$ cat config.mk
export PLATFORM = sky130hd
export DESIGN_NAME = ics_axis
export DESIGN_NICKNAME = d
export VERILOG_FILES = /design/src/design/ics_pkg.sv /design/src/design/ics_step_gen.sv /design/src/design/ics_axis.sv
export VERILOG_INCLUDE_DIRS = /design/src /design/src/design
export SDC_FILE = /design/constraint.sdc
export NUM_CORES = 1
export LEC_CHECK = 0
export BUFFER_PORTS_ARGS = -buffer_cell sky130_fd_sc_hd__buf_2
export CORE_UTILIZATION = 38
export DETAILED_ROUTE_END_ITERATION = 6
export MAX_ROUTING_LAYER = met4
export PLACE_DENSITY = 0.65
export SLEW_MARGIN = 20
export SYNTH_ARGS = -nofsm -noshare
export SYNTH_HDL_FRONTEND = slang
export SYNTH_HIERARCHICAL = 1
export SYNTH_SLANG_ARGS = --single-unit
$ cat constraint.sdc
create_clock -name clock -period 7.1 [get_ports clock]
set_input_delay 0 -clock clock [delete_from_list [all_inputs] [get_ports clock]]
set_output_delay 0 -clock clock [all_outputs]
set_load 0.01 [all_outputs]
$ cat src/design/ics_regs.svh
// Command codes, mode-word bit positions and timing counts for the axis block.
`ifndef ICS_REGS_SVH
`define ICS_REGS_SVH

// Start commands; the low two bits select the speed pattern.
`define ICS_CMD_START_LOW 16'h0050
`define ICS_CMD_START_HIGH 16'h0051
`define ICS_CMD_START_RAMP1 16'h0052
`define ICS_CMD_START_RAMP2 16'h0053
// Chained start commands; the low two bits select the speed pattern.
`define ICS_CMD_NEXT_LOW 16'h0058
`define ICS_CMD_NEXT_RAMP2 16'h005b
// Stop commands.
`define ICS_CMD_STOP 16'h0049
`define ICS_CMD_DECEL_STOP 16'h004a
// Broadcast that releases every axis held at start.
`define ICS_BCAST_START 16'h2001

// Mode word bit positions.
`define ICS_MD_POS 0
`define ICS_MD_CIRC 4
`define ICS_MD_HOLD 14
`define ICS_MD_DUMMY 30

// Clocks per ramp step are (rate + 1) times this figure.
`define ICS_RAMP_UNIT 8

`endif

$ cat src/design/ics_pkg.sv
// Types shared by the axis block.
package ics_pkg;
   typedef enum logic [1:0] {
      ICS_IDLE = 2'b00,
      ICS_HOLD = 2'b01,
      ICS_RUN = 2'b11,
      ICS_DECEL = 2'b10
   } ics_state_t;

   typedef enum logic [1:0] {
      ICS_LOW = 2'b00,
      ICS_HIGH = 2'b01,
      ICS_RAMP1 = 2'b10,
      ICS_RAMP2 = 2'b11
   } ics_kind_t;
endpackage

$ cat src/design/ics_step_gen.sv
// Phase-accumulator step generator driven by the current speed value.
`timescale 1ns/1ps
`default_nettype none
module ics_step_gen import ics_pkg::*; #(
   parameter int SPEED_W = 17,
   parameter int PHASE_W = 24
) (
   // Clock and control
   input wire logic clock,
   input wire logic srst,
   input wire logic ce,
   input wire logic run,
   // Speed
   input wire logic [SPEED_W-1:0] speed,
   // Step event, one cycle
   output logic step
);
   logic [PHASE_W-1:0] phase;
   logic [PHASE_W:0] sum;

   generate
      if (PHASE_W <= SPEED_W) begin : g_bad
         $error("ics_step_gen: PHASE_W must exceed SPEED_W");
      end
   endgenerate

   assign sum = {1'b0, phase} + {{(PHASE_W + 1 - SPEED_W){1'b0}}, speed};

   // The phase is cleared while stopped so every move started from a stop begins from the same point.
   always_ff @(posedge clock) begin
      if (srst) begin
         phase <= '0;
         step <= 1'b0;
      end else if (ce) begin
         phase <= run ? sum[PHASE_W-1:0] : '0;
         step <= run & sum[PHASE_W];
      end
   end
endmodule // ics_step_gen
`default_nettype wire

$ cat src/design/ics_axis.sv
// Axis controller: chained interpolation moves and speed-pattern start and stop.
//
// How it works
// - Next move data is accepted into a pre-register while a move runs.
// - Underrun stop raises an interrupt request when the enable bit is set.
// - A chained run whose next move arrives late stops with an error.
// - Holding start outputs no pulses until a separate trigger arrives.
// - Broadcast 2001h releases the held move on all axes together.
// - Chained start command with next data sets the pre-register full flag.
// - Taking over the pending move clears the full flag.
// - Command 0050h starts a low-speed constant run in either mode.
// - Low-speed continuous run stops on 0049h or 004Ah.
// - Command 0051h starts a high-speed constant run without ramp.
// - Command 0049h halts pulses at once in high-speed or ramped runs.
// - Command 004Ah in a high-speed run ramps down to low speed then stops.
// - Positioning run ends when remaining count reaches zero or on 0049h.
// - Command 0052h starts ramp pattern one: accelerate, later decelerate.
// - Command 0053h starts ramp pattern two in both modes.
// - Circular step count times deceleration and serves as remaining counter.
`timescale 1ns/1ps
`default_nettype none
`include "ics_regs.svh"
module ics_axis import ics_pkg::*; #(
   parameter int FEED_W = 28,
   parameter int SPEED_W = 17,
   parameter int PHASE_W = 24
) (
   // Clock, reset and enable
   input wire logic clock,
   input wire logic srst,
   input wire logic ce,
   // Commands and broadcasts from the controller
   input wire logic cmd_valid,
   input wire logic [15:0] cmd_code,
   input wire logic bcast_valid,
   input wire logic [15:0] bcast_code,
   // Pre-register write
   input wire logic pre_wr,
   input wire logic [FEED_W-1:0] pending_feed_amount,
   input wire logic [FEED_W-1:0] circular_step_count,
   input wire logic [31:0] pending_mode_reg,
   // Speed settings
   input wire logic [SPEED_W-1:0] initial_speed,
   input wire logic [SPEED_W-1:0] target_speed,
   input wire logic [15:0] accel_rate,
   // Interrupt control
   input wire logic underrun_irq_enable,
   input wire logic irq_ack,
   // Motor outputs
   output logic pulse_out,
   output logic dir_out,
   // Status
   output logic busy,
   output logic pending_full_flag,
   output logic error_stop,
   output logic irq_request,
   output logic [FEED_W-1:0] remaining_pulse_count,
   output logic [SPEED_W-1:0] speed_now,
   output logic [31:0] operation_mode_reg,
   output logic [15:0] main_status_word
);
   // The ramp tick counter spans the rate word and the fixed unit of clocks.
   localparam int RT_W = 16 + $clog2(`ICS_RAMP_UNIT);

   ics_state_t state, next_state;
   ics_kind_t kind, pend_kind, load_kind;
   logic [FEED_W-1:0] pre_feed, pre_circ, load_remain, feed_mag;
   logic [31:0] pre_mode;
   logic chain;
   logic [RT_W-1:0] rtick;
   logic [SPEED_W-1:0] next_speed, load_speed;
   logic step;

   // The deceleration compare widens the speed distance into the count,
   // so the count may not be narrower than the speed word.
   generate
      if (FEED_W < SPEED_W || SPEED_W < 2) begin : g_bad
         $error("ics_axis: FEED_W must be at least SPEED_W, and SPEED_W at least 2");
      end
   endgenerate

   // Command decode. Starts and chained starts carry the pattern in the
   // low two bits, so a whole group of four is matched at once.
   wire is_start = cmd_valid && (cmd_code[15:2] == 14'(`ICS_CMD_START_LOW >> 2));
   wire is_next = cmd_valid && (cmd_code[15:2] == 14'(`ICS_CMD_NEXT_LOW >> 2));
   wire cmd_stop = cmd_valid && (cmd_code == `ICS_CMD_STOP);
   wire decel_stop_cmd = cmd_valid && (cmd_code == `ICS_CMD_DECEL_STOP);
   // Only the release broadcast is decoded; other broadcasts pass by.
   wire go_bcast = bcast_valid && (bcast_code == `ICS_BCAST_START);

   // Active mode fields.
   wire md_pos = operation_mode_reg[`ICS_MD_POS];
   wire md_circ = operation_mode_reg[`ICS_MD_CIRC];
   wire md_dummy = operation_mode_reg[`ICS_MD_DUMMY];
   wire is_idle = (state == ICS_IDLE);
   wire moving = (state == ICS_RUN) || (state == ICS_DECEL);
   wire ramped = (kind == ICS_RAMP1) || (kind == ICS_RAMP2);

   // Ramp timing: one speed unit per (rate + 1) * unit clocks.
   wire [RT_W-1:0] rtick_end = {accel_rate, {($clog2(`ICS_RAMP_UNIT)){1'b1}}};
   wire ramp_tick = (rtick == rtick_end);

   // Deceleration point: the remaining count covers the steps still needed
   // to ramp back to the initial speed. With circular moves the remaining
   // count is the circular step count, so it times the ramp down as well.
   wire [SPEED_W-1:0] ramp_dist = (speed_now > initial_speed) ?
      SPEED_W'(speed_now - initial_speed) : '0;
   wire decel_pt = ramped && md_pos &&
      (remaining_pulse_count <= FEED_W'(ramp_dist));
   wire slowing = (state == ICS_DECEL) || decel_pt;
   wire at_floor = (speed_now <= initial_speed);

   // Move end and chaining decisions.
   // A stop in the same cycle as the end wins, so no hand-over follows it.
   wire pos_done = moving && md_pos && (remaining_pulse_count == '0);
   wire decel_done = (state == ICS_DECEL) && at_floor;
   wire move_end = (pos_done || decel_done) && !cmd_stop;
   wire do_start = (is_start || is_next) && is_idle;
   wire do_xfer = move_end && pending_full_flag;
   wire underrun = move_end && !pending_full_flag && chain;
   wire load = do_start || do_xfer;

   // Load values from the pre-register. The sign of the feed gives the
   // direction, and the count runs on its magnitude.
   assign load_kind = do_xfer ? pend_kind : ics_kind_t'(cmd_code[1:0]);
   assign feed_mag = pre_feed[FEED_W-1] ? FEED_W'(-pre_feed) : pre_feed;
   assign load_remain = pre_mode[`ICS_MD_CIRC] ? pre_circ : feed_mag;
   assign load_speed = (load_kind == ICS_HIGH) ? target_speed : initial_speed;

   // Step visibility: dummy moves keep timing but put out no pulses.
   // Counted and visible steps differ for dummy moves and for continuous runs, which count nothing.
   wire vis_step = step && moving && !md_dummy && !(md_pos && remaining_pulse_count == '0);
   wire cnt_step = step && moving && md_pos && (remaining_pulse_count != '0);

   // An immediate stop outranks everything, and a hand-over outranks a plain end.
   always_comb begin
      next_state = state;
      case (state)
         ICS_IDLE: begin
            if (do_start) begin
               next_state = pre_mode[`ICS_MD_HOLD] ? ICS_HOLD : ICS_RUN;
            end
         end
         ICS_HOLD: begin
            // A held axis leaves only on the release broadcast or an immediate stop.
            if (cmd_stop) begin
               next_state = ICS_IDLE;
            end else if (go_bcast) begin
               next_state = ICS_RUN;
            end
         end
         ICS_RUN: begin
            if (cmd_stop) begin
               next_state = ICS_IDLE;
            end else if (do_xfer) begin
               next_state = ICS_RUN;
            end else if (move_end) begin
               next_state = ICS_IDLE;
            end else if (decel_stop_cmd) begin
               next_state = (kind == ICS_LOW) ? ICS_IDLE : ICS_DECEL;
            end
         end
         ICS_DECEL: begin
            if (cmd_stop) begin
               next_state = ICS_IDLE;
            end else if (do_xfer) begin
               next_state = ICS_RUN;
            end else if (move_end) begin
               next_state = ICS_IDLE;
            end
         end
         default: next_state = ICS_IDLE;
      endcase
   end

   // Speed moves one unit per ramp tick. Idle forces zero, so a later start
   // never inherits a stale speed.
   always_comb begin
      next_speed = speed_now;
      if (load) begin
         next_speed = load_speed;
      end else if (next_state == ICS_IDLE) begin
         next_speed = '0;
      end else if (moving && ramp_tick) begin
         if (slowing && !at_floor) begin
            next_speed = SPEED_W'(speed_now - 1'b1);
         end else if (!slowing && ramped && speed_now < target_speed) begin
            next_speed = SPEED_W'(speed_now + 1'b1);
         end
      end
   end

   // Pre-register store and full flag.
   // A write while full replaces the pending data, so the controller must
   // wait for the flag to clear before it sends the move after next.
   always_ff @(posedge clock) begin
      if (srst) begin
         pre_feed <= '0;
         pre_circ <= '0;
         pre_mode <= '0;
         pend_kind <= ICS_LOW;
         pending_full_flag <= 1'b0;
      end else if (ce) begin
         if (pre_wr) begin
            pre_feed <= pending_feed_amount;
            pre_circ <= circular_step_count;
            pre_mode <= pending_mode_reg;
         end
         if (is_next && !is_idle) begin
            pend_kind <= ics_kind_t'(cmd_code[1:0]);
            pending_full_flag <= 1'b1;
         end else if (do_xfer || cmd_stop) begin
            pending_full_flag <= 1'b0;
         end
      end
   end

   // Active move registers. The chain mark follows a move that a chained
   // start launched, and a hand-over keeps it.
   always_ff @(posedge clock) begin
      if (srst) begin
         state <= ICS_IDLE;
         kind <= ICS_LOW;
         operation_mode_reg <= '0;
         remaining_pulse_count <= '0;
         dir_out <= 1'b0;
         speed_now <= '0;
         chain <= 1'b0;
      end else if (ce) begin
         state <= next_state;
         speed_now <= next_speed;
         if (load) begin
            kind <= load_kind;
            operation_mode_reg <= pre_mode;
            remaining_pulse_count <= load_remain;
            dir_out <= pre_feed[FEED_W-1];
            chain <= do_xfer ? chain : is_next;
         end else begin
            if (cnt_step) begin
               remaining_pulse_count <= FEED_W'(remaining_pulse_count - 1'b1);
            end
            if (next_state == ICS_IDLE) begin
               chain <= 1'b0;
            end
         end
      end
   end

   // Ramp tick counter, restarted with each move.
   // Like every register here it holds while ce is low, as does the step generator.
   always_ff @(posedge clock) begin
      if (srst) begin
         rtick <= '0;
      end else if (ce) begin
         rtick <= (load || !moving || ramp_tick) ? '0 : RT_W'(rtick + 1'b1);
      end
   end

   // Error, interrupt request and outputs.
   // The error stays until the next start from idle, so it can be read later.
   // The status word is built from registered state and trails it by one cycle.
   always_ff @(posedge clock) begin
      if (srst) begin
         error_stop <= 1'b0;
         irq_request <= 1'b0;
         pulse_out <= 1'b0;
         busy <= 1'b0;
         main_status_word <= '0;
      end else if (ce) begin
         if (underrun) begin
            error_stop <= 1'b1;
         end else if (do_start) begin
            error_stop <= 1'b0;
         end
         // A new underrun in the acknowledge cycle keeps the request set.
         if (underrun && underrun_irq_enable) begin
            irq_request <= 1'b1;
         end else if (irq_ack) begin
            irq_request <= 1'b0;
         end
         pulse_out <= vis_step;
         busy <= (next_state != ICS_IDLE);
         main_status_word <= {8'h00, md_circ, chain, kind, error_stop,
            pending_full_flag, state};
      end
   end

   // Pulses only while running; held and stopped axes put out nothing.
   ics_step_gen #(
      .SPEED_W(SPEED_W),
      .PHASE_W(PHASE_W)
   ) u_step (
      .clock(clock),
      .srst(srst),
      .ce(ce),
      .run(moving && (next_state != ICS_IDLE)),
      .speed(speed_now),
      .step(step)
   );
endmodule // ics_axis
`default_nettype wire

==> results.sh <==
export IMPL_slew_headroom_pct=28.1
export IMPL_clk_pin_slew_ps=60
export IMPL_ys_async_sr_fraction_pct=0
export IMPL_multi_input_area_um2=8800
export IMPL_ir_worst_vdd_v=0.000205
export IMPL_initial_utilization_pct=38.5
export IMPL_syn_inst=1870
export IMPL_r2r_slack_ps=410
export IMPL_antenna_found_initial=1
export IMPL_r2r_start="speed_now[0]$_SDFFE_PP0P_"
export IMPL_critPathMaxStageDelay_ps=390
export IMPL_period_needed_ps=6690
export IMPL_setup_tns_ps=0
export IMPL_clk_path_buf_depth=3
export IMPL_via_per_inst=5.46
export IMPL_detail_route_antenna_nets=0
export IMPL_worstHoldPathCells=5
export IMPL_nets=2497
export IMPL_design_area_um2=18200
export IMPL_num_vias=14800
export IMPL_final_cell_mix="nand2_1, buf_2, dfxtp_1"
export IMPL_worstSetupPathType="flip-flop to flip-flop"
export IMPL_arrival_ps=7160
export IMPL_layout_commonest_cell="nand2_1"
export IMPL_grt_pass1_wl_mm=74.8
export IMPL_worstReg2RegEnd="speed_now[16]$_SDFFE_PP0P_"
export IMPL_clock_fmax_mhz=149
export IMPL_yosysSeqAreaShare_pct=32.7
export IMPL_tightest_slew_ps=1080
export IMPL_die_x_um=194
export IMPL_syn_area_um2=14100
export IMPL_skew_ps=44.8
export IMPL_synth_edf_count=0
export IMPL_maxCapViolations=0
export IMPL_grt_usage_pct=24.9
export IMPL_root_buffer="clkbuf_16"
export IMPL_worst_path_max_delay_cell="fa_1"
export IMPL_post_dp_cell_area_um2=15800
export IMPL_insertion_delay_ps=580
export IMPL_dp_hpwl_mm=33.4
export IMPL_routedWlPerCell_um=17.4
export IMPL_post_route_period_util_pct=94.3
export IMPL_power_frac_comb_pct=13.8
export IMPL_core_area_um2=36500
export IMPL_cts_setup_buffers=0
export IMPL_die_h_um=194
export IMPL_yosysWarnings=6
export IMPL_drt_iter0_drc=816
export IMPL_ys_types=86
export IMPL_ios=277
export IMPL_area_delta_synth_final_pct=29.4
export IMPL_final_seq_area_um2=4600
export IMPL_ys_seq_elements=230
export IMPL_overflow=0
export IMPL_drt_pass1_iterations=5
export IMPL_drive_gt1_share_pct=16.9
export IMPL_port_buffer_count=268
export IMPL_worstRegToRegCells=30
export IMPL_hp_class="primary input to flip-flop"
export IMPL_critPathLaunch="speed_now[0]$_SDFFE_PP0P_"
export IMPL_cts_tree="yes"
export IMPL_synth_ff_type="dfxtp_1"
export IMPL_seq_power_share_pct=39.7
export IMPL_fp_row_count=70
export IMPL_fill_cells=3533
export IMPL_cts_sink_count=230
export IMPL_rsz0062_at_grt="false"
export IMPL_path_max_fanout=12
export IMPL_cts_made_buffers=28
export IMPL_start_kind="flip-flop"
export IMPL_pwr_density_cell_nw_per_um2=188
export IMPL_crit_path_end="speed_now[16]$_SDFFE_PP0P_"
export IMPL_intPower_uw=2510
export IMPL_switching_power_uw=905
export IMPL_grt_max_degree=105
export IMPL_maxSlewViolCount=0
export IMPL_die_area_um2=37800
export IMPL_p_leak_uw=0.00782
export IMPL_p_sw_share_pct=26.5
export IMPL_setup_violations=0
export IMPL_routed_wl_mm=47.3
export IMPL_hold_viol=0
export IMPL_critPathRequiredTime_ps=7570
export IMPL_gp_congestion=0.936
export IMPL_grt_pass1_vias=14100
export IMPL_status="finished, final reports clean"
export IMPL_drc_errors=0
export IMPL_avgSynthCellArea_um2=7.53
export IMPL_end_kind="flip-flop"
export IMPL_pwr_share_clk_pct=46.5
export IMPL_cts_htree_levels=1
==> worst min path at each step <==
| stage | startpoint | endpoint | slack [ps] |
|---|---|---|---|
| 3_5_place_dp | pending_feed_amount[5] | pre_feed[5]$_SDFFE_PP0P_ | 250 |
| 4_1_cts | target_speed[16] | speed_now[16]$_SDFFE_PP0P_ | 5 |
| 3_3_place_gp | pending_feed_amount[5] | pre_feed[5]$_SDFFE_PP0P_ | 240 |
| 2_1_floorplan | circular_step_count[0] | pre_circ[0]$_SDFFE_PP0P_ | 140 |
| 5_1_grt | target_speed[0] | speed_now[0]$_SDFFE_PP0P_ | 20 |
| 6_report | target_speed[16] | speed_now[16]$_SDFFE_PP0P_ | 30 |
==> layer usage <==
metal	track usage, %	vias to the layer above	share of wire [%]	wire [um]
met2	40.9	453	47	22200
met1	31.7	6999	45	21100
met4	6.44	0	2.4	1110
li1	-	7327	-	-
met5	-	-	0	0
met3	3.87	70	6.2	2940
==> Yosys cell counts (all sizes together) (5+ instances only) <==
| library cell | count | area [um2] |
|---|---|---|
| xnor2 | 55 | 482 |
| nor4 | 14 | 103 |
| nor3b | 9 | 67.6 |
| nor3 | 42 | 210 |
| nand3 | 29 | 145 |
| ha | 85 | 1060 |
| nand2 | 382 | 1440 |
| nand2b | 12 | 75.1 |
| a31oi | 25 | 163 |
| a21oi | 234 | 1190 |
| o31ai | 9 | 67.6 |
| a21o | 29 | 220 |
| nand4 | 26 | 163 |
| nor2 | 116 | 438 |
| nor2b | 8 | 50.1 |
| xor2 | 47 | 412 |
| or4 | 8 | 63.8 |
| a22oi | 13 | 97.6 |
| and2 | 10 | 62.6 |
| o21bai | 5 | 37.5 |
| a221oi | 7 | 61.3 |
| o21a | 6 | 46.3 |
| mux2i | 16 | 160 |
| o21ai | 122 | 611 |
| a22o | 8 | 70.1 |
| buf | 38 | 233 |
| inv | 60 | 225 |
| o211ai | 21 | 158 |
| a21boi | 5 | 41.3 |
| and3 | 27 | 169 |
| nor4b | 7 | 61.3 |
| dfxtp | 230 | 4600 |
| clkbuf | 72 | 274 |
| a211oi | 16 | 125 |
| or3 | 11 | 68.8 |
==> kinds of logic after synthesis <==
family	share of synthesized area [%]
other	0.0266
DFF	32.7
xor gates and xnor gates	6.35
AOI/OAI and AO/OA	23.2
and+or+nand+nor	23.2
adders and majority gates	7.98
muxes	1.30
buffers and inverters	5.20
==> worst max-delay path: cells and delay by family, from the launching register on <==
kind	cells	cell delay, ps
adder cells (fa/ha/maj)	4	1100
AND/OR/NAND/NOR	4	820
XOR/XNOR	1	140
flip-flops	1	310
buffers and inverters	3	250
AO/OA/AOI/OAI	18	3980
==> cell type report <==
cell class	instances	share of cell area, %
Antenna cell	1	0.0137
Clock buffer	37	4.42
Clock inverter	13	1.24
Inverter	60	1.24
Multi-Input combinational cell	1477	48.4
Sequential cell	230	25.3
Tap cell	468	3.22
Timing Repair Buffer	434	16.2
==> power groups by stage <==
stage	Sequential, uW	Combinational [uW]	Clock, uW
2_1_floorplan	1380	259	0
3_3_place_gp	1380	409	0
3_5_place_dp	1380	411	0
4_1_cts	1360	464	1620
5_1_grt	1360	520	1660
6_report	1360	473	1590
==> timing repair <==
action,4_1_cts,5_1_grt
endpoints found under the setup margin,0,2
resized for setup,0,9
hold buffers,136,1
hold endpoints to repair,142,1
==> metrics by stage <==
step | setup WS (ps) | hold slack, ps | total power, uW | utilization (%) | std cells
6_report | 406 | 30.4 | 3420 | 49.9 | 2720
3_3_place_gp | 336 | 243 | 1790 | 43.2 | 2532
5_1_grt | 7.66 | 21.6 | 3540 | 49.9 | 2720
3_5_place_dp | 310 | 245 | 1800 | 43.2 | 2532
2_1_floorplan | 441 | 136 | 1640 | - | 1877
4_1_cts | 203 | 5.13 | 3440 | 49.7 | 2718
No activity file was read; power rests on OpenSTA's default activity.
